**src/verilog/spi_crc_pkg.sv**
```systemverilog
/*
 * Shared constants, frame phases and CRC helpers of the SPI CRC command path.
 * Assumes nothing of its surroundings.
 */
package spi_crc_pkg;
    localparam logic [3:0] OP_READ_CRC = 4'hb;
    localparam logic [3:0] OP_WRITE_CRC = 4'ha;
    localparam logic [3:0] OP_WRITE_SAFE = 4'hc;
    localparam logic [15:0] CRC_POLY = 16'h8005;
    localparam logic [15:0] CRC_INIT = 16'hffff;
    localparam logic [11:0] RAM_LO = 12'h400;
    localparam logic [11:0] RAM_HI = 12'hbff;
    localparam logic [9:0] SAFE_REG_BYTES = 10'h001;
    localparam logic [9:0] SAFE_RAM_BYTES = 10'h004;
    localparam int ENTRY_W = 45;
    localparam int ENT_RAM = 44;
    localparam int ENT_ADDR = 32;
    localparam int FIFO_DEPTH = 16;

    typedef enum logic [2:0] {
        ST_IDLE, ST_CMD, ST_CNT, ST_DATA, ST_CRC, ST_END, ST_SKIP
    } phase_e;

    // One serial step of the frame CRC, most significant bit first.
    function automatic logic [15:0] crc_step(input logic [15:0] c,
                                             input logic b);
        crc_step = {c[14:0], 1'b0} ^ ((c[15] ^ b) ? CRC_POLY : 16'h0000);
    endfunction : crc_step

    // Next word address in RAM, wrapping from the top back to the base.
    function automatic logic [11:0] ram_next(input logic [11:0] a);
        ram_next = (a[11:2] == RAM_HI[11:2]) ? RAM_LO : a + 12'h004;
    endfunction : ram_next

    function automatic logic is_crc_op(input logic [3:0] op);
        is_crc_op = (op == OP_READ_CRC) || (op == OP_WRITE_CRC) ||
                    (op == OP_WRITE_SAFE);
    endfunction : is_crc_op

    // Filtered level behind a three-stage synchroniser: it follows the
    // pin only once the second and third stages agree.
    function automatic logic settled(input logic [2:0] s, input logic f);
        settled = (s[1] == s[2]) ? s[2] : f;
    endfunction : settled
endpackage : spi_crc_pkg

```
**src/verilog/spi_crc_fifo.sv**
```systemverilog
/*
 * Parameterised FIFO with a registered output stage.
 * Assumes one clock and an asynchronous active-low reset.
 */
`timescale 1ns/100ps
module spi_crc_fifo #(
    parameter int WIDTH = 8,
    parameter int DEPTH = 16
) (
    input logic core_clk,
    input logic rstn,
    input logic in_valid,
    output logic in_ready,
    input logic [WIDTH-1:0] in_data,
    output logic out_valid,
    input logic out_ready,
    output logic [WIDTH-1:0] out_data
);
    localparam int AW = $clog2(DEPTH);

    typedef struct packed {
        logic [DEPTH-1:0][WIDTH-1:0] mem;
        logic [AW-1:0] wp;
        logic [AW-1:0] rp;
        logic [AW:0] cnt;
        logic out_valid;
        logic [WIDTH-1:0] out_data;
    } fifo_s;

    fifo_s st_reg;
    fifo_s st_next;
    logic do_push;
    logic do_load;

    assign in_ready = (st_reg.cnt != (AW+1)'(DEPTH));
    assign out_valid = st_reg.out_valid;
    assign out_data = st_reg.out_data;

    always_comb begin
        st_next = st_reg;
        do_push = in_valid && in_ready;
        do_load = (st_reg.cnt != '0) && (!st_reg.out_valid || out_ready);
        if (st_reg.out_valid && out_ready) begin
            st_next.out_valid = 1'b0;
        end
        if (do_load) begin
            st_next.out_data = st_reg.mem[st_reg.rp];
            st_next.out_valid = 1'b1;
            st_next.rp = st_reg.rp + 1'b1;
        end
        if (do_push) begin
            st_next.mem[st_reg.wp] = in_data;
            st_next.wp = st_reg.wp + 1'b1;
        end
        st_next.cnt = st_reg.cnt + (AW+1)'(do_push) - (AW+1)'(do_load);
    end

    always_ff @(posedge core_clk or negedge rstn) begin
        if (!rstn) begin
            st_reg <= '0;
        end else begin
            st_reg <= st_next;
        end
    end
endmodule : spi_crc_fifo

```
**src/verilog/spi_crc_command_unit.sv**
```systemverilog
/*
 * CRC-protected command path of the SPI slave port: checked read, checked
 * write and guarded write to register space and word RAM, with frame CRC
 * and error pulses. Committed writes leave through a FIFO.
 * Assumes SPI mode 0, SCK much slower than core_clk, and rd_data valid in
 * the first cycle after an rd_en pulse.
 */
// Operation
// - Checked write: opcode, 12-bit address, count (bytes, words in RAM), data, 16-bit CRC.
// - Checked register write commits each byte on its closing falling edge.
// - Checked write compares received CRC at the end; mismatch flags.
// - Select released before last write CRC byte sets the short flag.
// - Select released before last read CRC byte is sent sets short flag.
// - Guarded register write: opcode, address, one data byte, CRC.
// - Guarded register byte stored only on CRC match, else flagged.
// - Checked read: opcode, address, count, data bytes out, then CRC.
// - RAM accesses force the two low address bits to zero.
// - RAM read fetches a word after the count and every fourth byte except the last.
// - Checked reads only send the CRC and never raise a mismatch.
// - Checked RAM write stores each full word; partial words drop.
// - Guarded RAM write: opcode, address, four data bytes, CRC.
// - Guarded RAM word stored only on CRC match, else flagged.
// - CRC polynomial 0x8005, stepped with every shifted bit before the CRC bytes.
// - CRC accumulator preset to all ones at each select assertion.
// - CRC covers opcode, address, count and data bytes.
// - On mismatch the computed CRC is captured into the status output.
`timescale 1ns/100ps
module spi_crc_command_unit
    import spi_crc_pkg::*;
(
    input logic core_clk,
    input logic rstn,
    input logic sck,
    input logic chip_select_low,
    input logic sdi,
    output logic sdo,
    output logic sdo_oe,
    output logic rd_en,
    output logic rd_is_ram,
    output logic [11:0] rd_addr,
    input logic [31:0] rd_data,
    output logic wr_valid,
    input logic wr_ready,
    output logic wr_is_ram,
    output logic [11:0] wr_addr,
    output logic [31:0] wr_data,
    output logic crc_mismatch_flag,
    output logic crc_short_frame_flag,
    output logic [15:0] crc_status
);
    typedef struct packed {
        logic [2:0] sck_s;
        logic [2:0] cs_s;
        logic [2:0] sdi_s;
        logic sck_f;
        logic cs_f;
        logic sdi_f;
        phase_e state;
        logic [3:0] op;
        logic is_ram;
        logic [11:0] addr;
        logic [11:0] wr_at;
        logic [9:0] remaining;
        logic [2:0] bit_cnt;
        logic hdr2;
        logic [6:0] rx;
        logic [31:0] word;
        logic [1:0] lane;
        logic [15:0] crc;
        logic [7:0] crc_hi;
        logic crc_byte;
        logic done;
        logic commit_pend;
        logic [7:0] tx;
        logic sdo_oe;
        logic rd_en;
        logic rd_wait;
        logic [11:0] rd_addr;
        logic rd_is_ram;
        logic mismatch;
        logic short_frame;
        logic [15:0] crc_status;
        logic push_valid;
        logic [ENTRY_W-1:0] push_data;
    } unit_s;

    unit_s st_reg;
    unit_s st_next;
    logic fifo_ready;
    logic [ENTRY_W-1:0] wr_entry;
    logic sck_rise;
    logic sck_fall;
    logic cs_on;
    logic cs_off;
    logic bit_in;
    logic is_read;
    logic open_crc;
    logic [7:0] byte_in;
    logic last;
    logic ram;
    logic [7:0] next_tx;

    // =====================================================================
    // Pin edges
    // =====================================================================
    // A change counts once the second and third sampling stages agree.
    assign sck_rise = settled(st_reg.sck_s, st_reg.sck_f) && !st_reg.sck_f;
    assign sck_fall = !settled(st_reg.sck_s, st_reg.sck_f) && st_reg.sck_f;
    assign cs_on = !settled(st_reg.cs_s, st_reg.cs_f) && st_reg.cs_f;
    assign cs_off = settled(st_reg.cs_s, st_reg.cs_f) && !st_reg.cs_f;
    assign bit_in = settled(st_reg.sdi_s, st_reg.sdi_f);
    assign is_read = (st_reg.op == OP_READ_CRC);
    assign open_crc = is_crc_op(st_reg.op) && !st_reg.done &&
                      (st_reg.state inside {ST_CMD, ST_CNT, ST_DATA,
                                            ST_CRC});

    // =====================================================================
    // Outputs
    // =====================================================================
    assign sdo = st_reg.tx[7];
    assign sdo_oe = st_reg.sdo_oe;
    assign rd_en = st_reg.rd_en;
    assign rd_is_ram = st_reg.rd_is_ram;
    assign rd_addr = st_reg.rd_addr;
    assign crc_mismatch_flag = st_reg.mismatch;
    assign crc_short_frame_flag = st_reg.short_frame;
    assign crc_status = st_reg.crc_status;
    assign wr_is_ram = wr_entry[ENT_RAM];
    assign wr_addr = wr_entry[ENT_ADDR +: 12];
    assign wr_data = wr_entry[31:0];

    // =====================================================================
    // Write queue
    // =====================================================================
    spi_crc_fifo #(
        .WIDTH(ENTRY_W),
        .DEPTH(FIFO_DEPTH)
    ) u_fifo (
        .core_clk(core_clk),
        .rstn(rstn),
        .in_valid(st_reg.push_valid),
        .in_ready(fifo_ready),
        .in_data(st_reg.push_data),
        .out_valid(wr_valid),
        .out_ready(wr_ready),
        .out_data(wr_entry)
    );

    // =====================================================================
    // Frame engine
    // =====================================================================
    always_comb begin
        st_next = st_reg;
        byte_in = {st_reg.rx, bit_in};
        last = (st_reg.bit_cnt == 3'd7);
        ram = (st_reg.addr[11:8] >= RAM_LO[11:8]) &&
              (st_reg.addr[11:8] <= RAM_HI[11:8]);
        // Byte order inside a RAM word follows the address: lane 0 low.
        if (st_reg.state == ST_CRC) begin
            next_tx = st_reg.crc_byte ? st_reg.crc[7:0] :
                      st_reg.crc[15:8];
        end else begin
            next_tx = st_reg.is_ram ? st_reg.word[8*st_reg.lane +: 8] :
                      st_reg.word[7:0];
        end
        st_next.mismatch = 1'b0;
        st_next.short_frame = 1'b0;
        st_next.rd_en = 1'b0;
        st_next.rd_wait = st_reg.rd_en;
        st_next.sck_s = {st_reg.sck_s[1:0], sck};
        st_next.cs_s = {st_reg.cs_s[1:0], chip_select_low};
        st_next.sdi_s = {st_reg.sdi_s[1:0], sdi};
        st_next.sck_f = settled(st_reg.sck_s, st_reg.sck_f);
        st_next.cs_f = settled(st_reg.cs_s, st_reg.cs_f);
        st_next.sdi_f = settled(st_reg.sdi_s, st_reg.sdi_f);
        if (st_reg.rd_wait) begin
            st_next.word = rd_data;
        end
        if (st_reg.push_valid && fifo_ready) begin
            st_next.push_valid = 1'b0;
        end

        if (cs_off) begin
            st_next.short_frame = open_crc;
            st_next.state = ST_IDLE;
            st_next.sdo_oe = 1'b0;
            st_next.commit_pend = 1'b0;
        end else if (cs_on) begin
            st_next.state = ST_CMD;
            st_next.crc = CRC_INIT;
            st_next.op = 4'h0;
            st_next.bit_cnt = 3'd0;
            st_next.hdr2 = 1'b0;
            st_next.done = 1'b0;
            st_next.crc_byte = 1'b0;
        end else if (sck_rise) begin
            st_next.rx = byte_in[6:0];
            st_next.bit_cnt = st_reg.bit_cnt + 3'd1;
            case (st_reg.state)
                ST_CMD: begin
                    st_next.crc = crc_step(st_reg.crc, bit_in);
                    if (last && !st_reg.hdr2) begin
                        st_next.op = byte_in[7:4];
                        st_next.addr[11:8] = byte_in[3:0];
                        st_next.hdr2 = 1'b1;
                        if (!is_crc_op(byte_in[7:4])) begin
                            st_next.state = ST_SKIP;
                        end
                    end else if (last) begin
                        st_next.is_ram = ram;
                        st_next.addr[7:0] = {byte_in[7:2],
                            ram ? 2'b00 : byte_in[1:0]};
                        st_next.lane = 2'd0;
                        if (st_reg.op == OP_WRITE_SAFE) begin
                            st_next.remaining = ram ? SAFE_RAM_BYTES :
                                SAFE_REG_BYTES;
                            st_next.state = ST_DATA;
                        end else begin
                            st_next.state = ST_CNT;
                        end
                    end
                end
                ST_CNT: begin
                    st_next.crc = crc_step(st_reg.crc, bit_in);
                    if (last) begin
                        // RAM counts words, register space counts bytes.
                        st_next.remaining = st_reg.is_ram ?
                            {byte_in, 2'b00} : {2'b00, byte_in};
                        st_next.state = (byte_in == 8'h00) ? ST_CRC :
                            ST_DATA;
                        if (is_read) begin
                            st_next.sdo_oe = 1'b1;
                            st_next.rd_en = (byte_in != 8'h00);
                            st_next.rd_addr = st_reg.addr;
                            st_next.rd_is_ram = st_reg.is_ram;
                        end
                    end
                end
                ST_DATA: begin
                    // Read data is covered as it leaves on the line.
                    st_next.crc = crc_step(st_reg.crc,
                        is_read ? st_reg.tx[7] : bit_in);
                    if (last) begin
                        st_next.remaining = st_reg.remaining - 10'd1;
                        st_next.lane = st_reg.lane + 2'd1;
                        if (!st_reg.is_ram) begin
                            st_next.addr = st_reg.addr + 12'd1;
                        end else if (st_reg.lane == 2'd3) begin
                            st_next.addr = ram_next(st_reg.addr);
                        end
                        if (!is_read) begin
                            if (!st_reg.is_ram || st_reg.lane == 2'd0) begin
                                st_next.wr_at = st_reg.addr;
                            end
                            if (st_reg.is_ram) begin
                                st_next.word[8*st_reg.lane +: 8] = byte_in;
                            end else begin
                                st_next.word = {24'h000000, byte_in};
                            end
                            st_next.commit_pend =
                                (st_reg.op == OP_WRITE_CRC) &&
                                (!st_reg.is_ram ||
                                 st_reg.lane == 2'd3);
                        end else if (st_reg.remaining != 10'd1 &&
                            (!st_reg.is_ram || st_reg.lane == 2'd3)) begin
                            st_next.rd_en = 1'b1;
                            st_next.rd_addr = st_reg.is_ram ?
                                ram_next(st_reg.addr) :
                                st_reg.addr + 12'd1;
                        end
                        if (st_reg.remaining == 10'd1) begin
                            st_next.state = ST_CRC;
                        end
                    end
                end
                ST_CRC: begin
                    if (last && !st_reg.crc_byte) begin
                        st_next.crc_byte = 1'b1;
                        st_next.crc_hi = byte_in;
                    end else if (last) begin
                        st_next.done = 1'b1;
                        st_next.state = ST_END;
                        if (!is_read &&
                            {st_reg.crc_hi, byte_in} != st_reg.crc) begin
                            st_next.mismatch = 1'b1;
                            st_next.crc_status = st_reg.crc;
                        end else if (st_reg.op == OP_WRITE_SAFE) begin
                            st_next.push_valid = 1'b1;
                            st_next.push_data = {st_reg.is_ram,
                                st_reg.wr_at, st_reg.word};
                        end
                    end
                end
                default: begin
                end
            endcase
        end else if (sck_fall) begin
            if (st_reg.commit_pend) begin
                st_next.commit_pend = 1'b0;
                st_next.push_valid = 1'b1;
                st_next.push_data = {st_reg.is_ram, st_reg.wr_at,
                                     st_reg.word};
            end
            if (st_reg.sdo_oe &&
                (st_reg.state == ST_DATA || st_reg.state == ST_CRC)) begin
                st_next.tx = (st_reg.bit_cnt == 3'h0) ? next_tx :
                    {st_reg.tx[6:0], 1'b0};
            end
        end
    end

    always_ff @(posedge core_clk or negedge rstn) begin
        if (!rstn) begin
            st_reg <= '0;
        end else begin
            st_reg <= st_next;
        end
    end
endmodule : spi_crc_command_unit

```
**config.mk**
```make
export PLATFORM = sky130hd
export DESIGN_NAME = spi_crc_command_unit
export DESIGN_NICKNAME = d
export VERILOG_FILES = /design/src/verilog/spi_crc_pkg.sv /design/src/verilog/spi_crc_fifo.sv /design/src/verilog/spi_crc_command_unit.sv
export SDC_FILE = /design/constraint.sdc
export NUM_CORES = 1
export LEC_CHECK = 0
export ABC_CLOCK_PERIOD_IN_PS = 5400
export BUFFER_PORTS_ARGS = -buffer_cell sky130_fd_sc_hd__clkbuf_2
export CAP_MARGIN = 20
export CORE_ASPECT_RATIO = 0.7
export CORE_UTILIZATION = 40
export DETAILED_ROUTE_END_ITERATION = 8
export GPL_TIMING_DRIVEN = 0
export PLACE_DENSITY = 0.56
export SKIP_LAST_GASP = 1
export SLEW_MARGIN = 20
export SYNTH_ARGS = -nofsm -noshare
export SYNTH_HDL_FRONTEND = slang
export SYNTH_HIERARCHICAL = 1
export SYNTH_SLANG_ARGS = --single-unit
```
**constraint.sdc**
```tcl
create_clock -name core_clk -period 5.4 [get_ports core_clk]
set_clock_uncertainty 0.05 [all_clocks]
set_input_delay 1.08 -clock core_clk [delete_from_list [all_inputs] [get_ports core_clk]]
set_output_delay 1.08 -clock core_clk [all_outputs]
set_load 0.01 [all_outputs]
```
Word-level counts from Yosys, hierarchy flattened
Index checks and enable logic that the tools add are counted.
{"block": "word_totals", "regBits": 993, "in_bits": 38, "out_inout_bits": 80, "word_cells": 335}
{"block": "classes", "addsub": 10, "magnitude_cmp": 5, "n_eq_ne": 47, "shifts": 3, "n_mux": 122, "bitwise": 10, "n_reduce_logical": 83}
{"op": "$bwmux 720", "count": 1}
{"op": "$mux 46", "count": 8}
{"op": "$mux 62", "count": 3}
{"op": "$bmux 45 s4", "count": 1}
{"op": "$demux 45 s4", "count": 1}
{"op": "$mux 32", "count": 4}
{"op": "$mux 12", "count": 10}
{"op": "$mux 113", "count": 1}
{"op": "$mux 34", "count": 3}
{"op": "$mux 45", "count": 2}
{"op": "$mux 8", "count": 9}
{"op": "$mux 16", "count": 4}
{"op": "$mux 10", "count": 6}
{"op": "$mux 60", "count": 1}
{"op": "$pmux 12 s2", "count": 2}
{"op": "$reduce_and 9->1", "count": 4}
{"op": "$neg 5->34", "count": 1}
{"op": "$shift 8x34->32 const A", "count": 1}
{"op": "$shiftx 8x34->32", "count": 1}
{"op": "$mux 3", "count": 11}
{"op": "$bwmux 32", "count": 1}
{"op": "$mux 1", "count": 32}
{"op": "$pmux 16 s2", "count": 1}
{"op": "$shiftx 32x6->8", "count": 1}
{"op": "other kinds (63)", "count": 171}

Longest topological paths before layout
{"block": "logic_depth", "word_depth": 11, "mapped_depth": 16, "mapped_depth_nobuf": 14}

Modules after synthesis
The synthesis kept the hierarchy.
{"mod": "spi_crc_fifo", "n_inst": 1, "cells_per_inst": 2164, "area_per_inst_um2": 35740.5, "seq_area_each_um2": 19493.7}
{"mod": "spi_crc_command_unit", "n_inst": 1, "cells_per_inst": 1248, "area_per_inst_um2": 12280.5, "seq_area_each_um2": 5355.1}

Worst setup path before layout
Ideal clock, no wire load.
{"block": "synth_path", "kind": "input port to flip-flop", "start": "in wr_ready", "end": "reg u_fifo/st_reg[50] (netlist name)", "setup_time_ns": 0.080, "arrival_ns": 3.249, "required_ns": 5.270, "setup_slack_ns": 2.021, "stages": 13, "path_buffers": 2, "cell_sequence": "inv_1 a21oi_1 clkbuf_1 clkbuf_1 ha_1 inv_1 ha_1 inv_1 fa_1 inv_1 a21oi_1 o21bai_1 xnor2_1"}
{"element": "from (decl)", "line_no": "spi_crc_command_unit.sv:43", "rtl": "input logic wr_ready,"}
{"element": "to (signal assigned)", "line_no": "spi_crc_fifo.sv:62", "rtl": "st_reg <= st_next;"}
{"element": "to (decl)", "line_no": "spi_crc_fifo.sv:30", "rtl": "fifo_s st_reg;"}

==> results_dict.tcl <==
set metrics [dict create \
    core-area_mm2 0.118 \
    area_delta_synth_final_pct 13.3 \
    setup_viol 0 \
    hold_class "register to register" \
    nNetsFinal 3715 \
    top_usage_layer "met1" \
    gr-usage-met2_pct 31.1 \
    root_buffer "clkbuf_16" \
    via_per_inst 5.79 \
    first_pass_iters 5 \
    timing.final.ws_setup_ns 0.966 \
    first_iter_violations 2811 \
    drive_above_1_share_pct 41.0 \
    ir_drop_mv 0.252 \
    synthCells 3412 \
    fmaxAchievable_mhz 226 \
    seqCellArea_mm2 0.0248 \
    slew_violations 0 \
    grt_max_degree 87 \
    routabilityCongestion 0.917 \
    htree_levels 3 \
    die-area_mm2 0.121 \
    yosysWarnings 6 \
    routed_wl_um 138000 \
    pin_count 118 \
    grt.total_usage_pct 22.9 \
    wire_per_inst_um 26.1 \
    maxSlewHeadroom_pct 20.3 \
    cp_num_buf_inv 6 \
    num_vias 30600 \
    holdBufCountCts 0 \
    synth_cell_types 91 \
    fin_crit_ns 4.43 \
    max_stage_delay_ns 0.78 \
    drc_errors 0 \
    required_ns 5.97 \
    power_leakage_uw 0.0259 \
    met3_usage_pct 4.67 \
    end_kind "register" \
    post-route-period-util_pct 82.1 \
    final_util_pct 46.1 \
    port_buffers 117 \
    hold_viol 0 \
    seq_area_frac_synth_pct 51.7 \
    dp_hpwl_um 96000 \
    cts_sinks 993 \
    post_cts_buffers 0 \
    crit_slowest_cell "clkbuf_1" \
    multi_input_area_mm2 0.0210 \
    gr-usage-met1_pct 37.0 \
    rsz0062_at_grt "false" \
    async_flop_share_pct 100 \
    fill_cells 10600 \
    crit_top_cell "inv_1" \
    syn_nets 3481 \
    synth_area_per_cell_um2 14.1 \
    path_cells "inv_1, ha_1, nor4b_2, a21oi_1, clkbuf_1, clkbuf_1, ha_1, inv_1, ha_1, inv_1, fa_1, inv_1, a21oi_1, o21bai_1, xnor2_1" \
    ys_seq_elements 993 \
    clk_pin_slew_ns 0.06 \
    ant_nets 0 \
    netlist_area_mm2 0.0480 \
    place_ws_ns 0.502 \
    grt_pass1_wl_um 208000 \
    path_max_fanout 10 \
    start_util_pct 40.7 \
    die_h_um 292 \
    fp-row-count 105 \
    cp.arrival_ns 5.01 \
    max_cap_violations 0 \
    grt-ovfl-total 0 \
    synthFlopType "dfrtp_1" \
    antenna_found_initial 5 \
    crit_family "buffers and inverters" \
    cts_buffers 100 \
    power.density_mw_per_mm2 372 \
    synth-edff-count 0 \
    startpoint_type "register" \
    mostFrequentLayoutCells "dfrtp_1, mux2_2, mux2_4, mux4_2, clkbuf_1" \
    worstMarginPinSlew_ns 1.20 \
    status "finished clean" \
    die_w_um 416 \
    layout_commonest_cell "dfrtp_1" \
    clk_latency_ns 0.72 \
    cts_tree "yes" \
    ctsResizeCount 0 \
    grt_pass1_vias 30700 \
    fin_tns_setup_ns 0 \
    largest_reg_flops 733 \
    crit_type "register to register" \
    antennaDiodeCount 0 \
    clock_path_buffers 3 \
]
report_power, final:
part           switching [µW]  internal (µW)  leakage [µW]
registers                 447           7770        0.0136
clock network            3130           4230       0.00169
logic                    2970           1700        0.0106
cell type report:
type / instances / share of cell area, %
Buffer: 358 / 3.73
Clock buffer: 131 / 5.11
Clock inverter: 54 / 1.23
Inverter: 38 / 0.262
Multi-Input combinational cell: 2023 / 38.6
Sequential cell: 993 / 45.7
Tap cell: 1551 / 3.57
Timing Repair Buffer: 132 / 1.81
path summary, 6_finish.rpt:
check / startpoint / endpoint / slack, ns / cells past startpoint
max reg2reg: u_fifo/st_reg[48] / u_fifo/st_reg[50] / 0.97 / 15
min reg2reg: st_next[212] / st_next[213] / 0.30 / 0
max in group asynchronous: rstn / u_fifo/st_reg[223] / 2.99 / 5
min: st_next[212] / st_next[213] / 0.30 / 0
max: u_fifo/st_reg[48] / u_fifo/st_reg[50] / 0.97 / 15
min in group asynchronous: rstn / u_fifo/st_reg[249] / 0.35 / 1
per-layer routing:
metal | part of all wire (%) | up-vias
met2 | 41 | 1018
met5 | 0.0094 | -
met1 | 51 | 16200
li1 | - | 13200
met3 | 6.6 | 155
met4 | 1.7 | 2
Yosys cell counts (16+ instances only):
cell / n / area share, %
ha_1: 30 / 0.78
nand4_1: 53 / 0.69
buf_4: 97 / 1.5
nor3_1: 18 / 0.19
mux4_2: 180 / 8.4
mux2_4: 200 / 6.3
mux2_2: 592 / 14
mux2i_1: 53 / 1.1
and2_1: 49 / 0.64
nand2_1: 77 / 0.60
a31oi_1: 29 / 0.38
nand3_1: 60 / 0.63
o21ai_0: 54 / 0.56
xor2_1: 16 / 0.29
xnor2_1: 16 / 0.29
a21oi_1: 91 / 0.95
o22ai_1: 92 / 1.2
dfrtp_1: 993 / 52
buf_6: 26 / 0.61
inv_1: 36 / 0.28
buf_2: 81 / 0.84
clkbuf_1: 140 / 1.1
o211ai_1: 49 / 0.77
nor2_1: 88 / 0.69
a221oi_1: 54 / 0.98
mux2_1: 27 / 0.63
kinds of logic (layout without fill, tap and decap cells):
family,count (synthesis),after routing,synth area share [%]
compound gates,464,464,6.56
xor+xnor,32,32,0.584
fa+ha+maj,32,32,0.847
buf+inv,396,713,4.52
flops,993,993,51.7
mux,1052,1052,30.3
simple gates,443,443,5.44
through the flow:
step,hold WS [ns],instances,cell area [µm²],power [µW]
global placement,0.284,5080,50500,13000
detailed placement,0.286,5094,50900,13000
floorplan,0.281,3412,48000,11000
global route,0.315,5280,54400,21100
finish,0.299,5280,54400,20200
CTS,0.301,5279,54400,20400
Note: power is estimated with default switching activity, not from simulation.
